## config.mk

```make
export PLATFORM = sky130hd
export DESIGN_NAME = flash_pwr_dev_flat
export DESIGN_NICKNAME = d
export VERILOG_FILES = /design/src/rtl/flash_pwr_pkg.sv /design/src/rtl/spi_link_if.sv /design/src/rtl/flash_pwr_dev.sv /design/src/flat_wrapper.sv
export SDC_FILE = /design/constraint.sdc
export NUM_CORES = 1
export LEC_CHECK = 0
export BUFFER_PORTS_ARGS = -buffer_cell sky130_fd_sc_hd__buf_2
export CAP_MARGIN = 20
export CORE_ASPECT_RATIO = 1.75
export CORE_MARGIN = 2
export CORE_UTILIZATION = 54
export DETAILED_ROUTE_END_ITERATION = 10
export GPL_ROUTABILITY_DRIVEN = 0
export GPL_TIMING_DRIVEN = 0
export HOLD_SLACK_MARGIN = 0.05
export PLACE_DENSITY = 0.75
export SLEW_MARGIN = 20
export SYNTH_ARGS = -nofsm -noshare
export SYNTH_HDL_FRONTEND = slang
export SYNTH_SLANG_ARGS = --single-unit
```

## constraint.sdc

```tcl
create_clock -name clk_i -period 2.1 [get_ports clk_i]
set_input_delay 0.105 -clock clk_i [delete_from_list [all_inputs] [get_ports clk_i]]
set_output_delay 0.105 -clock clk_i [all_outputs]
set_load 0.01 [all_outputs]
```

## src/rtl/flash_pwr_pkg.sv

```systemverilog
// constants and types shared by both ends of the power-state link
package flash_pwr_pkg;

	localparam int unsigned CLK_MHZ = 20;
	// link timing, figures in ns
	localparam int unsigned DEEP_SLEEP_ENTRY_TIME_NS = 3000;
	localparam int unsigned DEEP_SLEEP_RESUME_TIME_NS = 35000;
	localparam int unsigned ULTRA_SLEEP_ENTRY_TIME_NS = 3000;
	localparam int unsigned WAKE_PULSE_MIN_LOW_TIME_NS = 20000;
	localparam int unsigned ULTRA_SLEEP_EXIT_TIME_NS = 100000;

	// longest times round down, least times round up, never below one
	function automatic int unsigned max_cyc(input int unsigned ns);
		int unsigned c;
		c = ns * CLK_MHZ / 1000;
		return (c < 1) ? 1 : c;
	endfunction

	function automatic int unsigned min_cyc(input int unsigned ns);
		int unsigned c;
		c = (ns * CLK_MHZ + 999) / 1000;
		return (c < 1) ? 1 : c;
	endfunction

	localparam int unsigned DEEP_ENTRY_CYC = max_cyc(DEEP_SLEEP_ENTRY_TIME_NS);
	localparam int unsigned DEEP_RESUME_CYC =
		max_cyc(DEEP_SLEEP_RESUME_TIME_NS);
	localparam int unsigned ULTRA_ENTRY_CYC =
		max_cyc(ULTRA_SLEEP_ENTRY_TIME_NS);
	localparam int unsigned WAKE_LOW_CYC = min_cyc(WAKE_PULSE_MIN_LOW_TIME_NS);
	localparam int unsigned ULTRA_EXIT_CYC = max_cyc(ULTRA_SLEEP_EXIT_TIME_NS);

	// pin sampling depth and the lag it adds at the device
	localparam int unsigned SYNC_STAGES = 3;
	localparam int unsigned SYNC_LAG_CYC = 4;
	// host serial clock: half period in clk cycles
	localparam int unsigned SCK_HALF_CYC = 4;
	localparam int unsigned TIMER_W = 16;

	localparam logic [7:0] OP_DEEP_ENTER = 8'hb9;
	localparam logic [7:0] OP_DEEP_RESUME = 8'hab;
	localparam logic [7:0] OP_ULTRA_ENTER = 8'h79;
	localparam logic [7:0] OP_DUMMY = 8'h00;

	typedef enum logic [1:0] {
		pm_standby,
		pm_active,
		pm_deep,
		pm_ultra
	} power_mode_e;

	typedef enum logic [2:0] {
		hc_deep_enter,
		hc_deep_resume,
		hc_ultra_enter,
		hc_ultra_wake,
		hc_other
	} host_cmd_e;

endpackage

```

## src/rtl/spi_link_if.sv

```systemverilog
// serial link between host controller and flash power-state logic
`timescale 1ns/10ps
`default_nettype none
interface spi_link_if;
	logic cs_n;
	logic sck;
	logic mosi;

	modport dev (
		input cs_n,
		input sck,
		input mosi
	);

	modport host (
		output cs_n,
		output sck,
		output mosi
	);
endinterface
`default_nettype wire

```

## src/rtl/flash_pwr_dev.sv

```systemverilog
// flash end: samples the link, decodes power commands, tracks power state
`timescale 1ns/10ps
`default_nettype none
module flash_pwr_dev
	import flash_pwr_pkg::*;
#(
	parameter int unsigned DEEP_ENTRY = DEEP_ENTRY_CYC,
	parameter int unsigned DEEP_RESUME = DEEP_RESUME_CYC,
	parameter int unsigned ULTRA_ENTRY = ULTRA_ENTRY_CYC,
	parameter int unsigned ULTRA_EXIT = ULTRA_EXIT_CYC
) (
	// clock and reset
	input wire logic clk_i,
	input wire logic reset_n_i,
	// serial link
	spi_link_if.dev link,
	// array side
	input wire logic busy_i,
	input wire logic [1:0] buf_wr_i,
	// state and decoded commands
	output var power_mode_e mode_o,
	output logic [1:0] buf_valid_o,
	output logic [7:0] cmd_o,
	output logic cmd_valid_o
);

	if (DEEP_ENTRY < 1 || DEEP_ENTRY >= 2**TIMER_W ||
		DEEP_RESUME < 1 || DEEP_RESUME >= 2**TIMER_W ||
		ULTRA_ENTRY < 1 || ULTRA_ENTRY >= 2**TIMER_W ||
		ULTRA_EXIT < 1 || ULTRA_EXIT >= 2**TIMER_W) begin : g_chk
		$error("flash_pwr_dev: timer count out of range");
	end

	typedef enum logic [2:0] {
		st_standby,
		st_deep_entry,
		st_deep,
		st_deep_resume,
		st_ultra_entry,
		st_ultra,
		st_ultra_wake,
		st_ultra_exit
	} dev_state_e;

	localparam logic [TIMER_W-1:0] T_DEEP_ENTRY = TIMER_W'(DEEP_ENTRY - 1);
	localparam logic [TIMER_W-1:0] T_DEEP_RESUME = TIMER_W'(DEEP_RESUME - 1);
	localparam logic [TIMER_W-1:0] T_ULTRA_ENTRY = TIMER_W'(ULTRA_ENTRY - 1);
	localparam logic [TIMER_W-1:0] T_ULTRA_EXIT = TIMER_W'(ULTRA_EXIT - 1);

	logic [SYNC_STAGES-1:0] cs_sy_q;
	logic [SYNC_STAGES-1:0] sck_sy_q;
	logic [SYNC_STAGES-1:0] mosi_sy_q;
	logic cs_f_q;
	logic sck_f_q;
	logic mosi_f_q;
	logic cs_f_d;
	logic sck_f_d;
	logic mosi_f_d;

	// a level counts once the second and third stages agree
	assign cs_f_d = (cs_sy_q[1] == cs_sy_q[2]) ? cs_sy_q[2] : cs_f_q;
	assign sck_f_d = (sck_sy_q[1] == sck_sy_q[2]) ? sck_sy_q[2] : sck_f_q;
	assign mosi_f_d = (mosi_sy_q[1] == mosi_sy_q[2]) ? mosi_sy_q[2] :
		mosi_f_q;

	always_ff @(posedge clk_i or negedge reset_n_i) begin
		if (!reset_n_i) begin
			cs_sy_q <= '1;
			sck_sy_q <= '0;
			mosi_sy_q <= '0;
			cs_f_q <= 1'b1;
			sck_f_q <= 1'b0;
			mosi_f_q <= 1'b0;
		end else begin
			cs_sy_q <= {cs_sy_q[SYNC_STAGES-2:0], link.cs_n};
			sck_sy_q <= {sck_sy_q[SYNC_STAGES-2:0], link.sck};
			mosi_sy_q <= {mosi_sy_q[SYNC_STAGES-2:0], link.mosi};
			cs_f_q <= cs_f_d;
			sck_f_q <= sck_f_d;
			mosi_f_q <= mosi_f_d;
		end
	end

	logic cs_fall;
	logic cs_rise;
	logic sck_rise;
	assign cs_fall = cs_f_q & ~cs_f_d;
	assign cs_rise = ~cs_f_q & cs_f_d;
	assign sck_rise = ~sck_f_q & sck_f_d & ~cs_f_q;

	// bit counter and first-byte capture
	logic [2:0] bits_q;
	logic got_q;
	logic [6:0] sh_q;
	logic [7:0] op_q;
	logic sel_ok_q;
	dev_state_e state_q;
	dev_state_e state_d;
	logic [TIMER_W-1:0] tmr_q;
	logic [TIMER_W-1:0] tmr_d;
	logic tmr_zero;

	logic byte_done;
	logic [7:0] first_op;
	logic clean_end;
	logic sel_ok_d;
	assign byte_done = sck_rise & (bits_q == 3'h7) & ~got_q;
	assign first_op = {sh_q, mosi_f_d};
	// only selects begun in a listening state may carry a command
	assign sel_ok_d = (state_q == st_standby) | (state_q == st_deep);
	// a command counts only if a whole opcode arrived and bits are aligned
	assign clean_end = cs_rise & sel_ok_q & got_q & (bits_q == 3'h0);
	assign tmr_zero = (tmr_q == '0);

	always_ff @(posedge clk_i or negedge reset_n_i) begin
		if (!reset_n_i) begin
			bits_q <= 3'h0;
			got_q <= 1'b0;
			sh_q <= 7'h00;
			op_q <= 8'h00;
			sel_ok_q <= 1'b0;
		end else if (cs_fall) begin
			bits_q <= 3'h0;
			got_q <= 1'b0;
			sel_ok_q <= sel_ok_d;
		end else if (sck_rise) begin
			bits_q <= bits_q + 3'h1;
			if (!got_q) begin
				sh_q <= first_op[6:0];
			end
			if (byte_done) begin
				got_q <= 1'b1;
				op_q <= first_op;
			end
		end
	end

	logic is_deep_op;
	logic is_resume_op;
	logic is_ultra_op;
	logic enter_deep;
	logic enter_ultra;
	assign is_deep_op = (op_q == OP_DEEP_ENTER);
	assign is_resume_op = (op_q == OP_DEEP_RESUME);
	assign is_ultra_op = (op_q == OP_ULTRA_ENTER);
	assign enter_deep = clean_end & is_deep_op & ~busy_i;
	assign enter_ultra = clean_end & is_ultra_op & ~busy_i;

	always_comb begin
		state_d = state_q;
		tmr_d = tmr_zero ? tmr_q : tmr_q - TIMER_W'(1);
		unique case (state_q)
			st_standby: begin
				if (enter_deep) begin
					state_d = st_deep_entry;
					tmr_d = T_DEEP_ENTRY;
				end else if (enter_ultra) begin
					state_d = st_ultra_entry;
					tmr_d = T_ULTRA_ENTRY;
				end
			end
			st_deep_entry: begin
				if (tmr_zero) begin
					state_d = st_deep;
				end
			end
			st_deep: begin
				if (clean_end && is_resume_op) begin
					state_d = st_deep_resume;
					tmr_d = T_DEEP_RESUME;
				end
			end
			st_deep_resume: begin
				if (tmr_zero) begin
					state_d = st_standby;
				end
			end
			st_ultra_entry: begin
				if (tmr_zero) begin
					state_d = st_ultra;
				end
			end
			st_ultra: begin
				if (cs_fall) begin
					state_d = st_ultra_wake;
				end
			end
			st_ultra_wake: begin
				if (cs_rise) begin
					state_d = st_ultra_exit;
					tmr_d = T_ULTRA_EXIT;
				end
			end
			st_ultra_exit: begin
				if (tmr_zero) begin
					state_d = st_standby;
				end
			end
		endcase
	end

	// standby only when idle and deselected
	power_mode_e mode_d;
	always_comb begin
		unique case (state_q)
			st_standby: mode_d = (!cs_f_q || busy_i) ? pm_active : pm_standby;
			st_deep_entry, st_ultra_entry: mode_d = pm_active;
			st_deep, st_deep_resume: mode_d = pm_deep;
			st_ultra, st_ultra_wake, st_ultra_exit: mode_d = pm_ultra;
		endcase
	end

	logic pass_cmd;
	assign pass_cmd = byte_done & sel_ok_q & (state_q == st_standby) &
		(first_op != OP_DEEP_ENTER) & (first_op != OP_ULTRA_ENTER);

	logic [1:0] buf_valid_d;
	assign buf_valid_d = (enter_ultra ? 2'h0 : buf_valid_o) |
		((state_q == st_standby) ? buf_wr_i : 2'h0);

	always_ff @(posedge clk_i or negedge reset_n_i) begin
		if (!reset_n_i) begin
			state_q <= st_standby;
			tmr_q <= '0;
			mode_o <= pm_standby;
			buf_valid_o <= 2'h0;
			cmd_o <= 8'h00;
			cmd_valid_o <= 1'b0;
		end else begin
			state_q <= state_d;
			tmr_q <= tmr_d;
			mode_o <= mode_d;
			buf_valid_o <= buf_valid_d;
			cmd_valid_o <= pass_cmd;
			if (pass_cmd) begin
				cmd_o <= first_op;
			end
		end
	end

endmodule
`default_nettype wire

```

## src/flat_wrapper.sv

```systemverilog
// flat-port wrapper written by rule: the top's interface ports become plain ports
module flash_pwr_dev_flat import flash_pwr_pkg::*;
#(
	parameter int unsigned DEEP_ENTRY = DEEP_ENTRY_CYC,
	parameter int unsigned DEEP_RESUME = DEEP_RESUME_CYC,
	parameter int unsigned ULTRA_ENTRY = ULTRA_ENTRY_CYC,
	parameter int unsigned ULTRA_EXIT = ULTRA_EXIT_CYC
)
  (clk_i, reset_n_i, busy_i, buf_wr_i, mode_o, buf_valid_o, cmd_o, cmd_valid_o, link_cs_n, link_sck, link_mosi);
  spi_link_if link_i ();
  input wire logic clk_i;
  input wire logic reset_n_i;
  input wire logic busy_i;
  input wire logic [1:0] buf_wr_i;
  output var power_mode_e mode_o;
  output logic [1:0] buf_valid_o;
  output logic [7:0] cmd_o;
  output logic cmd_valid_o;
  input wire logic [$bits(link_i.cs_n)-1:0] link_cs_n;
  input wire logic [$bits(link_i.sck)-1:0] link_sck;
  input wire logic [$bits(link_i.mosi)-1:0] link_mosi;
  assign link_i.cs_n = link_cs_n;
  assign link_i.sck = link_sck;
  assign link_i.mosi = link_mosi;
  flash_pwr_dev #(.DEEP_ENTRY(DEEP_ENTRY), .DEEP_RESUME(DEEP_RESUME), .ULTRA_ENTRY(ULTRA_ENTRY), .ULTRA_EXIT(ULTRA_EXIT)) u_core (.clk_i(clk_i), .reset_n_i(reset_n_i), .link(link_i), .busy_i(busy_i), .buf_wr_i(buf_wr_i), .mode_o(mode_o), .buf_valid_o(buf_valid_o), .cmd_o(cmd_o), .cmd_valid_o(cmd_valid_o));
endmodule
```

==> impl_summary.txt, run 1 <==
----------------------------------------------------
[Outcome]
  Run status ... finished, violations left
  Failing checks ... setup timing

[Setup path]
  Kind of cell adding the most delay to the critical path ... simple AND/OR/NAND/NOR gates
  Critical path buffers and inverters ... 2
  Slowest cell on crit path ... sky130_fd_sc_hd__or4b_4
  Setup crit end kind ... register
  Required @ worst endpoint ... 2.35 ns
  Cell-by-cell listing of the critical path ... inv_2 -> ha_4 -> or3b_4 -> or2_0 -> buf_4 -> or4b_4 -> a211oi_2
  Crit start category ... register
  CP Class ... reg -> reg
  Delay of the slowest cell on the worst path ... 0.48 ns
  Origin of the worst setup path ... u_core.tmr_q[1]$_DFF_PN0_
  Crit Reg-Reg Startpoint ... u_core.tmr_q[1]$_DFF_PN0_
  Crit path max fanout ... 7
  Arrival time at the worst endpoint ... 2.39 ns

[Power]
  Static leakage ... 1.59 nW
  Maximum ir drop on the vdd rail ... 515 uV
  Total power per unit cell area ... 718 nW/um^2

[GRT]
  Gr usage total ... 22.9%
  Antenna violations before repair ... 0
  Remaining Overflow, GRT ... 0
  Vias in the first global route ... 2,206
  Largest net degree at the start of global routing ... 55
  Global-route wire length before repair ... 10,300 um

[Timing]
  Final hold violation count ... 0
  Unrepaired setup endpoints after global routing ... yes
  Slew Limit Fails ... 0
  Number of failing setup endpoints in the final timing report ... 3
  Setup slack of the critical path after layout ... -0.0405 ns
  Final period demand of the worst path ... 2.14 ns
  Clock skew ... 0.0147 ns
  Slew headroom ... 53.9%
  Maximum clock frequency ... 467 MHz
  Total negative slack ... -0.0805 ns
  Transition time at the pin with the least slew margin ... 0.691 ns
  Final critical-path share of the clock period ... 102%

[Logic synthesis]
  Number of library cell types mapped by synthesis ... 59
  Main flop type after synthesis ... sky130_fd_sc_hd__dfrtp_1
  Fraction of registers with async set or reset after synthesis ... 100%
  Synthesis-stage register bit count ... 64
  Seq/Total Area, Yosys ... 54.2%
  Mapped Nets ... 262
  Yosys synthesis warning count ... 0
  Syn Inst Count ... 249
  Syn Area/Cell ... 11.9 um^2
  Number of enable flip-flop cells after synthesis ... 0
  Cell area after technology mapping ... 2960 um^2

[Clock tree]
  Maximum clock path buffer count ... 2
  Number of levels the H-tree was split into ... 3
  Num Clock Sinks ... 64
  Clock-pin slew reported for the worst setup and hold paths after clock tree synthesis ... 0.07 ns
  Clock buffers created by TritonCTS ... 9
  Root Buffer Master ... sky130_fd_sc_hd__clkbuf_8
  Clock tree from TritonCTS ... built
  Clock latency on the worst-skew pair ... 0.34 ns

[Final layout]
  Synthesis-to-layout area growth ... 22.3%
  Commonest cells after routing, fill and taps aside ... sky130_fd_sc_hd__dfrtp_1, sky130_fd_sc_hd__mux2_2, sky130_fd_sc_hd__buf_2, sky130_fd_sc_hd__o21ai_0, sky130_fd_sc_hd__buf_4
  Post-layout net count ... 312
  Antenna Cells ... 0
  Non-filler cells, final ... 378
  Leading cell type in the layout, fill and taps excluded ... sky130_fd_sc_hd__dfrtp_1
  Share of final-layout standard cells stronger than drive strength 1 ... 33.2%

[Detailed routing]
  Avg Vias per Cell ... 5.89
  Number of nets with antenna violations after routing ... 0
  Drt drc ... 0
  Total via count in the routed design ... 2,226
  Final Routed Wirelength ... 6370 um
  DRC marker count from the first detailed-route iteration ... 117
  WL per Instance ... 16.9 um
  First-pass DRT Iterations ... 4

[Hold path]
  Hold Path Class ... in -> reg
  Worst min-delay path startpoint ... busy_i

[Floorplanning]
  Horizontal extent of the die ... 60.0 um
  Starting density of the core ... 55.9%
  Placeable core region ... 5300 um^2
  # IOs ... 21
  Number of standard-cell rows in the floorplan ... 35
  Die span in y ... 102 um
  Overall die area ... 6120 um^2

[Run]
  Maxcap violations ... 0

[Place]
  Estimated wirelength of the detail-placed design ... 4150 um
  Number of cells after detailed placement ... 344
  Buffers on Ports ... 20

----------------------------------------------------
[worst min-delay path, stage by stage]
cell                      delay (ns)
sky130_fd_sc_hd__buf_2          0.11
sky130_fd_sc_hd__nor3b_1        0.05
sky130_fd_sc_hd__o21ai_0        0.14
[cell usage after synthesis, types with 3 or more instances]
cell	instances	share of area (%)
sky130_fd_sc_hd__nand3_1	6	1.0
sky130_fd_sc_hd__or4_1	4	1.0
sky130_fd_sc_hd__mux2_2	22	8.4
sky130_fd_sc_hd__nor3_1	9	1.5
sky130_fd_sc_hd__or2_2	3	0.63
sky130_fd_sc_hd__o21ai_0	14	2.4
sky130_fd_sc_hd__or4b_1	3	1.0
sky130_fd_sc_hd__nand2_1	12	1.5
sky130_fd_sc_hd__o211ai_1	3	0.76
sky130_fd_sc_hd__a21oi_1	7	1.2
sky130_fd_sc_hd__ha_1	5	2.1
sky130_fd_sc_hd__nor3b_1	4	1.0
sky130_fd_sc_hd__inv_1	9	1.1
sky130_fd_sc_hd__a211oi_1	5	1.3
sky130_fd_sc_hd__o31ai_1	5	1.3
sky130_fd_sc_hd__nor2_1	12	1.5
sky130_fd_sc_hd__dfrtp_1	60	51
sky130_fd_sc_hd__dfstp_2	4	3.5
sky130_fd_sc_hd__o2111ai_1	3	0.89
sky130_fd_sc_hd__xor2_1	3	0.89
sky130_fd_sc_hd__buf_2	3	0.51
[cell type report]
class,instances,area (um^2)
sequential,64,1610
clock inverter,3,42.5
multi-input combinational,171,1390
tap,74,92.6
fill,394,1680
clock buffer,13,149
timing repair buffer,39,280
inverter,9,33.8
buffer,5,27.5
[final timing paths]
check                                                     to  slack (ns)  cells past startpoint
worst max-delay path              u_core.tmr_q[12]$_DFF_PN0_       -0.04                      7
worst min-delay path              u_core.mode_o[0]$_DFF_PN0_        0.10                      3
worst max register to register    u_core.tmr_q[12]$_DFF_PN0_       -0.04                      7
worst min register to register  u_core.sck_sy_q[1]$_DFF_PN0_        0.35                      0
max in group asynchronous        u_core.cs_sy_q[0]$_DFF_PN1_        1.42                      3
min in group asynchronous         u_core.tmr_q[13]$_DFF_PN0_        0.13                      2
[power breakdown]
part	total (W)	switching, W	internal (W)
clock	0.00103	0.000446	0.000580
combinational	0.000162	0.0000714	0.0000909
sequential	0.00141	0.0000953	0.00132
total	0.00260	0.000613	0.00199
[flip-flops by register name, indices dropped and copies added (netlist names), 2 cells and up]
register	flops
u_core.bits_q	3
u_core.sh_q	7
u_core.tmr_q	16
u_core.buf_valid_o	2
u_core.op_q	8
u_core.sck_sy_q	3
u_core.cmd_o	8
u_core.state_q	3
u_core.cs_sy_q	3
u_core.mosi_sy_q	3
u_core.mode_o	2
[per-layer routing]
metal	wire length, um	GRT usage [%]
met5	0	0
met4	252	13.5
met3	221	7.09
met2	3550	39.3
met1	2350	23.8
[logic make-up (layout without fill, tap and decap cells)]
logic type               Yosys count  after routing  synth area share [%]
multiplexers                      25             25                  9.46
flip-flops                        64             64                  54.2
AND/OR/NAND/NOR                   83             83                  18.4
XOR/XNOR                           3              3                 0.887
AO/OA/AOI/OAI                     53             53                  12.3
adder cells (fa/ha/maj)            7              7                  2.79
buffers and inverters             14             69                  1.90
[stage by stage]
stage          utilization (%)  area (um^2)  total power (W)  hold slack [ns]  setup WS (ns)
6_report                  68.3         3620          0.00260            0.102        -0.0405
5_1_grt                   68.3         3620          0.00274            0.103        -0.0865
4_1_cts                   66.5         3530          0.00263           0.0959        -0.0175
3_5_place_dp              60.1         3180          0.00159          -0.0392         -0.395
3_3_place_gp              59.5         3150          0.00158            0.210         -0.354
2_1_floorplan                -         2960          0.00150           -0.191        -0.0107
[repair_timing]
action,4_1_cts,5_1_grt
pin swaps,2,6
buffers inserted,6,6
setup endpoints to repair,26,23
endpoints found under the hold margin,65,0
hold buffers,6,0
gates resized for setup,8,10
No activity file was read; power rests on OpenSTA's default activity.
==> run 2, diff against run 1 <==
BUFFER_PORTS_ARGS = unset   (was -buffer_cell sky130_fd_sc_hd__buf_2)
CORE_UTILIZATION = 55   (was 54)
DONT_BUFFER_PORTS = 1   (was unset)
PLACE_DENSITY = 0.73   (was 0.75)
==> run 2 against run 1 <==
Effect of this change: the run still ends with setup timing left; die area is 1.7% lower; flip-flop and latch count stayed put; clock-buffer cell count is 2 lower; clock power is 9.7% higher; wire length is 2.8% lower; cell area is 2.0% lower; sequential power hardly changed; total power is 3.5% higher; largest cell class unchanged; critical path type unchanged; worst hold slack better by 0.16 ns; critical path depth stayed put.
==> impl_summary.txt, run 2 (same netlist as run 1, synthesis figures left out) <==
----------------------------------------------------
[Clock tree]
  Clock buffers created by TritonCTS ... 9 (unchanged)
  Root Buffer Master ... sky130_fd_sc_hd__clkbuf_8
  Clock latency on the worst-skew pair ... 0.33 ns (about the same)
  Clock tree from TritonCTS ... built
  Maximum clock path buffer count ... 2 (unchanged)
  Number of levels the H-tree was split into ... 3 (unchanged)
  Num Clock Sinks ... 64 (unchanged)
  Clock-pin slew reported for the worst setup and hold paths after clock tree synthesis ... 0.07 ns (about the same)

[Timing]
  Slew headroom ... 59.6% (+5.8 points)
  Number of failing setup endpoints in the final timing report ... 1 (-2)
  Transition time at the pin with the least slew margin ... 0.603 ns (-0.0873 ns)
  Setup slack of the critical path after layout ... -0.0378 ns (+0.00264 ns)
  Hold Worst Slack ... 0.258 ns (+0.155 ns)
  Maximum clock frequency ... 468 MHz (+0.12%)
  Slew Limit Fails ... 0 (unchanged)
  Final period demand of the worst path ... 2.14 ns (-0.00264 ns)
  Clock skew ... 0.0123 ns (-0.00238 ns)
  Final critical-path share of the clock period ... 102% (-0.13 points)
  Unrepaired setup endpoints after global routing ... yes
  Final hold violation count ... 0 (unchanged)

[Final layout]
  Antenna Cells ... 0 (unchanged)
  Commonest cells after routing, fill and taps aside ... sky130_fd_sc_hd__dfrtp_1, sky130_fd_sc_hd__mux2_2, sky130_fd_sc_hd__buf_4, sky130_fd_sc_hd__o21ai_0, sky130_fd_sc_hd__nand2_1
  Biggest register ... u_core.tmr_q
  Share of final-layout standard cells stronger than drive strength 1 ... 30.1% (-3.2 points)
  Leading cell type in the layout, fill and taps excluded ... sky130_fd_sc_hd__dfrtp_1
  Number of flip-flops under the largest register name ... 16 (unchanged)
  Registers with the highest flip-flop counts ... u_core.tmr_q (16), u_core.cmd_o (8), u_core.op_q (8)
  Post-layout net count ... 296 (-5.1%)
  Synthesis-to-layout area growth ... 19.8%

[Floorplanning]
  Placeable core region ... 5210 um^2 (-1.7%)
  Die span in y ... 101 um (-0.87%)
  # IOs ... 21 (unchanged)
  Number of standard-cell rows in the floorplan ... 35 (unchanged)
  Starting density of the core ... 56.8% (+0.94 points)
  Horizontal extent of the die ... 59.5 um (-0.85%)
  Overall die area ... 6010 um^2 (-1.7%)

[Setup path]
  Kind of cell adding the most delay to the critical path ... simple AND/OR/NAND/NOR gates
  Crit start category ... register
  Origin of the worst setup path ... u_core.tmr_q[1]$_DFF_PN0_
  Crit path max fanout ... 7 (unchanged)
  Setup crit end kind ... register
  Arrival time at the worst endpoint ... 2.39 ns (about the same)
  Cell-by-cell listing of the critical path ... inv_2 -> ha_4 -> or3b_4 -> or2_0 -> buf_4 -> or4b_4 -> a211oi_2
  Slowest cell on crit path ... sky130_fd_sc_hd__or4b_4
  CP Class ... reg -> reg
  Required @ worst endpoint ... 2.36 ns (about the same)
  Delay of the slowest cell on the worst path ... 0.48 ns (about the same)
  Critical path buffers and inverters ... 2 (unchanged)
  Crit Reg-Reg Startpoint ... u_core.tmr_q[1]$_DFF_PN0_

[Outcome]
  Failing checks ... setup timing
  Run status ... finished, violations left

[GRT]
  Met2 usage in global routing ... 37.8% (-1.5 points)
  Largest net degree at the start of global routing ... 65 (+18%)
  Fraction of met1 tracks used by global routing ... 25.0% (+1.2 points)
  Gr usage total ... 22.2% (-0.71 points)
  Met3 routing resource usage after global routing ... 5.52% (-1.6 points)
  Remaining Overflow, GRT ... 0 (unchanged)
  Global-route wire length before repair ... 9810 um (-4.6%)
  Antenna violations before repair ... 0 (unchanged)
  GR peak layer ... met2
  Vias in the first global route ... 2,068 (-6.3%)

[Place]
  Estimated wirelength of the detail-placed design ... 4040 um (-2.8%)
  Post-Place Worst Slack ... -0.429 ns (-0.0343 ns)
  Buffers on Ports ... 0 (-100%)

[Detailed routing]
  WL per Instance ... 18.2 um (+7.7%)
  Final Routed Wirelength ... 6190 um (-2.8%)
  Avg Vias per Cell ... 6.33 (+7.6%)
  First-pass DRT Iterations ... 4 (unchanged)
  Total via count in the routed design ... 2,160 (-3.0%)
  Drt drc ... 0 (unchanged)
  DRC marker count from the first detailed-route iteration ... 96 (-18%)
  Number of nets with antenna violations after routing ... 0 (unchanged)

[Power]
  Total power per unit cell area ... 759 nW/um^2 (+5.6%)
  Maximum ir drop on the vdd rail ... 867 uV (+68%)
  Static leakage ... 1.52 nW (-4.5%)

[Hold path]
  Hold Path Class ... in -> reg
  Worst min-delay path startpoint ... busy_i

[Run]
  Maxcap violations ... 0 (unchanged)

----------------------------------------------------
-- run 2: what timing repair did --
action                                 CTS  global route
setup endpoints to repair               26            21
pin swaps                                3             6
hold buffers                             8             0
endpoints found under the hold margin   70             0
resized for setup                        6            13
buffers inserted                         5            10
-- run 2: routing by layer --
layer	vias to the layer above	wire length, um
li1	1003	-
met1	1085	2370
met2	53	3410
met3	19	220
met4	0	199
met5	-	0
-- run 2: path summary, 6_finish.rpt --
check,to,slack (ns),cells past startpoint
setup / recovery,u_core.tmr_q[12]$_DFF_PN0_,-0.04,7
setup reg to reg,u_core.tmr_q[12]$_DFF_PN0_,-0.04,7
min in group asynchronous,u_core.mode_o[0]$_DFF_PN0_,0.29,2
hold reg to reg,u_core.mosi_sy_q[1]$_DFF_PN0_,0.35,0
max in group asynchronous,u_core.cs_sy_q[2]$_DFF_PN1_,1.48,2
hold / removal,u_core.state_q[2]$_DFFE_PN0P_,0.26,4
-- run 2: layout make-up --
cell class	count	area [um^2]
Buffer	5	25.0
Clock buffer	11	141
Clock inverter	3	67.6
Fill cell	389	1660
Inverter	9	33.8
Multi-Input combinational cell	171	1400
Sequential cell	64	1610
Tap cell	55	68.8
Timing Repair Buffer	23	210
-- run 2: through the flow --
step / cell area (um^2) / std cells / utilization, % / power (W) / TNS, ns
2_1_floorplan: 2960 / 249 / - / 0.00150 / -0.0107
3_3_place_gp: 3030 / 304 / 58.2 / 0.00155 / -5.01
3_5_place_dp: 3030 / 304 / 58.2 / 0.00156 / -5.49
4_1_cts: 3410 / 331 / 65.4 / 0.00273 / -0.0748
5_1_grt: 3550 / 341 / 68.1 / 0.00282 / -0.134
6_report: 3550 / 341 / 68.1 / 0.00269 / -0.0378
-- run 2: power by group --
group          leakage, nW  switching (W)  internal, W
Clock                0.101       0.000437     0.000688
Combinational        0.637      0.0000702    0.0000881
Sequential           0.781      0.0000916      0.00132
-- run 2: worst register-to-register path: stages, from the launching register on --
cell	delay, ns
sky130_fd_sc_hd__dfrtp_1	0.40
sky130_fd_sc_hd__inv_2	0.11
sky130_fd_sc_hd__ha_4	0.15
sky130_fd_sc_hd__or3b_4	0.39
sky130_fd_sc_hd__or2_0	0.20
sky130_fd_sc_hd__buf_4	0.16
sky130_fd_sc_hd__or4b_4	0.48
sky130_fd_sc_hd__a211oi_2	0.18
==> run 3, diff against run 2 <==
ABC_AREA = 1   (was unset)
==> run 3 against run 2 <==
Effect of this change: the flow now finishes without violations; critical endpoint is now u_core.cmd_o[0]$_DFFE_PN0P_; wire length up 3.3%; total power up 1.1%; largest cell class unchanged; non-clock buffer count down 15; via count up 11%; clock power about the same; combinational power up 23%; die area up 5.7%.
==> impl_summary.txt, run 3 <==
----------------------------------------------------
[Outcome]
  Run status ... complete, no violations

[Logic synthesis]
  Fraction of post-synthesis cell area in the top cell type by area ... 47.8% (-2.9 points)
  Number of library cell types mapped by synthesis ... 33 (-44%)
  Syn Area/Cell ... 8.56 um^2 (-28%)
  Dominant combinational cell family by area after synthesis ... simple AND/OR/NAND/NOR gates
  Main flop type after synthesis ... sky130_fd_sc_hd__dfrtp_1
  Library cell with the largest summed area after synthesis ... sky130_fd_sc_hd__dfrtp_1
  Adder-cell share of the synthesized area ... 2.31% (-0.48 points)
  Area contributors post-synth ... sky130_fd_sc_hd__dfrtp_1, sky130_fd_sc_hd__nand2_1, sky130_fd_sc_hd__nor2_1
  Fraction of registers with async set or reset after synthesis ... 100% (unchanged)
  Synthesis-stage register bit count ... 64 (unchanged)
  Seq/Total Area, Yosys ... 51.1% (-3.1 points)
  Mapped Nets ... 380 (+45%)
  Cell area after technology mapping ... 3140 um^2 (+6.1%)
  Most frequent cell after synthesis ... sky130_fd_sc_hd__nand2_1
  Fraction of the mapped netlist area in simple logic gates ... 28.5% (+10 points)
  Area share of xor/xnor cells in the synthesized design ... 2.23% (+1.3 points)
  Post-synth top cells ... sky130_fd_sc_hd__nand2_1, sky130_fd_sc_hd__dfrtp_1, sky130_fd_sc_hd__nor2_1, sky130_fd_sc_hd__inv_1, sky130_fd_sc_hd__nand3_1
  Yosys synthesis warning count ... 0 (unchanged)
  Syn Inst Count ... 367 (+47%)
  Number of enable flip-flop cells after synthesis ... 0 (unchanged)
  Share of cell area taken by muxes after synthesis ... 0% (-9.5 points)
  Complex-gate fraction of the synthesized area ... 9.04% (-3.3 points)

[Power]
  Maximum ir drop on the vdd rail ... 620 uV (-28%)
  Share of total power in sequential cells ... 50.3% (-2.0 points)
  Switching component of the power ... 0.000648 W (+8.1%)
  Total power per unit cell area ... 766 nW/um^2 (+0.92%)
  Proportion of power drawn by the clock network ... 42.5% (+0.7 points)
  Switching portion of total power ... 23.8% (+1.5 points)
  Static leakage ... 1.65 nW (+8.3%)
  Cell-internal power ... 0.00208 W (-0.87%)
  Combinational power share ... 7.1% (+1.2 points)

[Final layout]
  Synthesis-to-layout area growth ... 13.2%
  Antenna Cells ... 0 (unchanged)
  Commonest cells after routing, fill and taps aside ... sky130_fd_sc_hd__nand2_1, sky130_fd_sc_hd__dfrtp_1, sky130_fd_sc_hd__nor2_1, sky130_fd_sc_hd__inv_1, sky130_fd_sc_hd__nand3_1
  Registers with the highest flip-flop counts ... u_core.tmr_q (16), u_core.cmd_o (8), u_core.op_q (8)
  Post-layout net count ... 399 (+35%)
  Number of flip-flops under the largest register name ... 16 (unchanged)
  Core utilization of the finished layout ... 64.2% (-3.9 points)
  Total non-filler cell area in the finished layout ... 3560 um^2 (+0.21%)
  Biggest register ... u_core.tmr_q
  Share of final-layout standard cells stronger than drive strength 1 ... 14.3% (-16 points)
  Leading cell type in the layout, fill and taps excluded ... sky130_fd_sc_hd__nand2_1

[Floorplanning]
  Horizontal extent of the die ... 61.1 um (+2.8%)
  Number of standard-cell rows in the floorplan ... 36 (+2.9%)
  # IOs ... 21 (unchanged)
  Placeable core region ... 5540 um^2 (+6.3%)
  Die span in y ... 104 um (+2.9%)
  Starting density of the core ... 56.7% (-0.12 points)
  Overall die area ... 6360 um^2 (+5.7%)

[Setup path]
  CP Class ... reg -> reg
  Crit path max fanout ... 10 (+3)
  Delay of the slowest cell on the worst path ... 0.41 ns (-0.07 ns)
  Slowest cell on crit path ... sky130_fd_sc_hd__dfrtp_1
  Cell-by-cell listing of the critical path ... ha_1 -> ha_1 -> inv_1 -> nor2_4 -> nand2_4 -> nor3_4 -> nand2_2 -> buf_6 -> nand2_1 -> nand2_1
  Required @ worst endpoint ... 2.38 ns (+0.02 ns)
  Kind of cell adding the most delay to the critical path ... simple AND/OR/NAND/NOR gates
  Path depth of the worst reg2reg path ... 10 (+3)
  Setup slack of the worst register-to-register path ... 0.27 ns (+0.31 ns)
  Setup crit end kind ... register
  End of the worst register-to-register path ... u_core.cmd_o[0]$_DFFE_PN0P_
  Arrival time at the worst endpoint ... 2.11 ns (-0.28 ns)
  Crit start category ... register
  Critical path buffers and inverters ... 2 (unchanged)
  Crit Reg-Reg Startpoint ... u_core.bits_q[0]$_DFFE_PN0P_

[Timing]
  Clock skew ... 0.00430 ns (-0.00800 ns)
  Maximum clock frequency ... 548 MHz (+17%)
  Slew Limit Fails ... 0 (unchanged)
  Number of failing setup endpoints in the final timing report ... 0 (-1)
  Unrepaired setup endpoints after global routing ... no
  Final period demand of the worst path ... 1.83 ns (-0.313 ns)
  Total negative slack ... 0 ns (+0.0378 ns)
  Final hold violation count ... 0 (unchanged)
  Slew headroom ... 71.8% (+12 points)
  Final critical-path share of the clock period ... 86.9% (-15 points)
  Transition time at the pin with the least slew margin ... 0.421 ns (-0.182 ns)
  Hold Worst Slack ... 0.306 ns (+0.0479 ns)

[GRT]
  Remaining Overflow, GRT ... 0 (unchanged)
  Largest net degree at the start of global routing ... 65 (unchanged)
  Vias in the first global route ... 2,459 (+19%)
  Antenna violations before repair ... 0 (unchanged)
  Met2 usage in global routing ... 41.6% (+3.8 points)
  Met3 routing resource usage after global routing ... 4.73% (-0.79 points)
  Gr usage total ... 23.0% (+0.81 points)
  GR peak layer ... met2
  Fraction of met1 tracks used by global routing ... 23.2% (-1.9 points)
  Global-route wire length before repair ... 10,800 um (+11%)

[Detailed routing]
  DRC marker count from the first detailed-route iteration ... 115 (+20%)
  Drt drc ... 0 (unchanged)
  Number of nets with antenna violations after routing ... 0 (unchanged)
  Avg Vias per Cell ... 5.14 (-19%)
  First-pass DRT Iterations ... 4 (unchanged)
  Final Routed Wirelength ... 6400 um (+3.3%)
  Total via count in the routed design ... 2,400 (+11%)
  WL per Instance ... 13.7 um (-25%)

[Hold path]
  Hold Path Class ... in -> async

[Place]
  Placed cell area ... 3240 um^2 (+6.8%)
  Estimated wirelength of the detail-placed design ... 4760 um (+18%)
  Buffers on Ports ... 0 (unchanged)

[Run]
  Maxcap violations ... 0 (unchanged)

[Clock tree]
  Count of hold buffers inserted by post-cts repair ... 8 (unchanged)
  Maximum clock path buffer count ... 2 (unchanged)
  Clock tree from TritonCTS ... built
  Clock latency on the worst-skew pair ... 0.34 ns (about the same)
  Clock-pin slew reported for the worst setup and hold paths after clock tree synthesis ... 0.07 ns (about the same)
  Clock buffers created by TritonCTS ... 9 (unchanged)
  Number of levels the H-tree was split into ... 3 (unchanged)
  Root Buffer Master ... sky130_fd_sc_hd__clkbuf_8
  Num Clock Sinks ... 64 (unchanged)
  Number of setup buffers added after CTS ... 0 (-5)
  Number of resized instances in the post-cts repair step ... 0 (-6)

----------------------------------------------------
==> run 3: cell count changes in the layout (fill, tap and decap cells not counted), moves of 14 or more <==
cell | previous run | this run
sky130_fd_sc_hd__buf_4 | 16 | 2
sky130_fd_sc_hd__inv_1 | 7 | 46
sky130_fd_sc_hd__mux2_2 | 22 | 0
sky130_fd_sc_hd__nand2_1 | 12 | 76
sky130_fd_sc_hd__nand3_1 | 5 | 32
sky130_fd_sc_hd__nor2_1 | 11 | 49
==> run 3: worst max path at each step <==
stage,start,end,slack [ns],cells after the start
6_report,u_core.bits_q[0]$_DFFE_PN0P_,u_core.cmd_o[0]$_DFFE_PN0P_,0.27,10
3_3_place_gp,u_core.bits_q[0]$_DFFE_PN0P_,u_core.tmr_q[14]$_DFF_PN0_,0.34,11
4_1_cts,u_core.bits_q[0]$_DFFE_PN0P_,u_core.cmd_o[0]$_DFFE_PN0P_,0.27,10
3_5_place_dp,u_core.bits_q[0]$_DFFE_PN0P_,u_core.cmd_o[6]$_DFFE_PN0P_,0.31,10
5_1_grt,u_core.bits_q[0]$_DFFE_PN0P_,u_core.state_q[2]$_DFFE_PN0P_,0.1,13
2_1_floorplan,u_core.bits_q[0]$_DFFE_PN0P_,u_core.state_q[1]$_DFFE_PN0P_,0.57,13
==> run 3: final cells by class <==
class                           instances  area (um^2)
Buffer                                  5         36.3
Clock buffer                           11          141
Clock inverter                          5         80.1
Fill cell                             489         1980
Inverter                               47          176
Multi-Input combinational cell        251         1320
Sequential cell                        64         1610
Tap cell                               76         95.1
Timing Repair Buffer                    8         97.6
==> run 3: cells by family (layout without fill, tap and decap cells) <==
kind of cell | Yosys count | count (layout)
AO/OA/AOI/OAI | 47 | 47
AND/OR/NAND/NOR | 190 | 190
adder cells (fa/ha/maj) | 6 | 6
XOR/XNOR | 8 | 8
buffers and inverters | 52 | 76
flip-flops | 64 | 64
==> run 3: power groups by stage <==
stage                     Clock, W  Combinational [W]  Sequential, W
after floorplan                  0           0.000123        0.00138
final                      0.00116           0.000194        0.00137
after global placement           0           0.000150        0.00139
after global routing       0.00123           0.000227        0.00138
after CTS                  0.00118           0.000198        0.00137
after detailed placement         0           0.000155        0.00139
==> run 3: layer usage <==
layer / vias up / part of all wire, %
met5: - / 0
met4: 0 / 3.3
met3: 17 / 2.3
met2: 36 / 57
met1: 1129 / 37
li1: 1218 / -
==> run 3: per-stage QoR <==
stage,power (W),setup slack (ns),instances
global placement,0.00154,0.338,443
detailed placement,0.00155,0.311,443
finish,0.00272,0.275,467
floorplan,0.00150,0.575,367
global route,0.00283,0.0977,467
CTS,0.00275,0.268,467
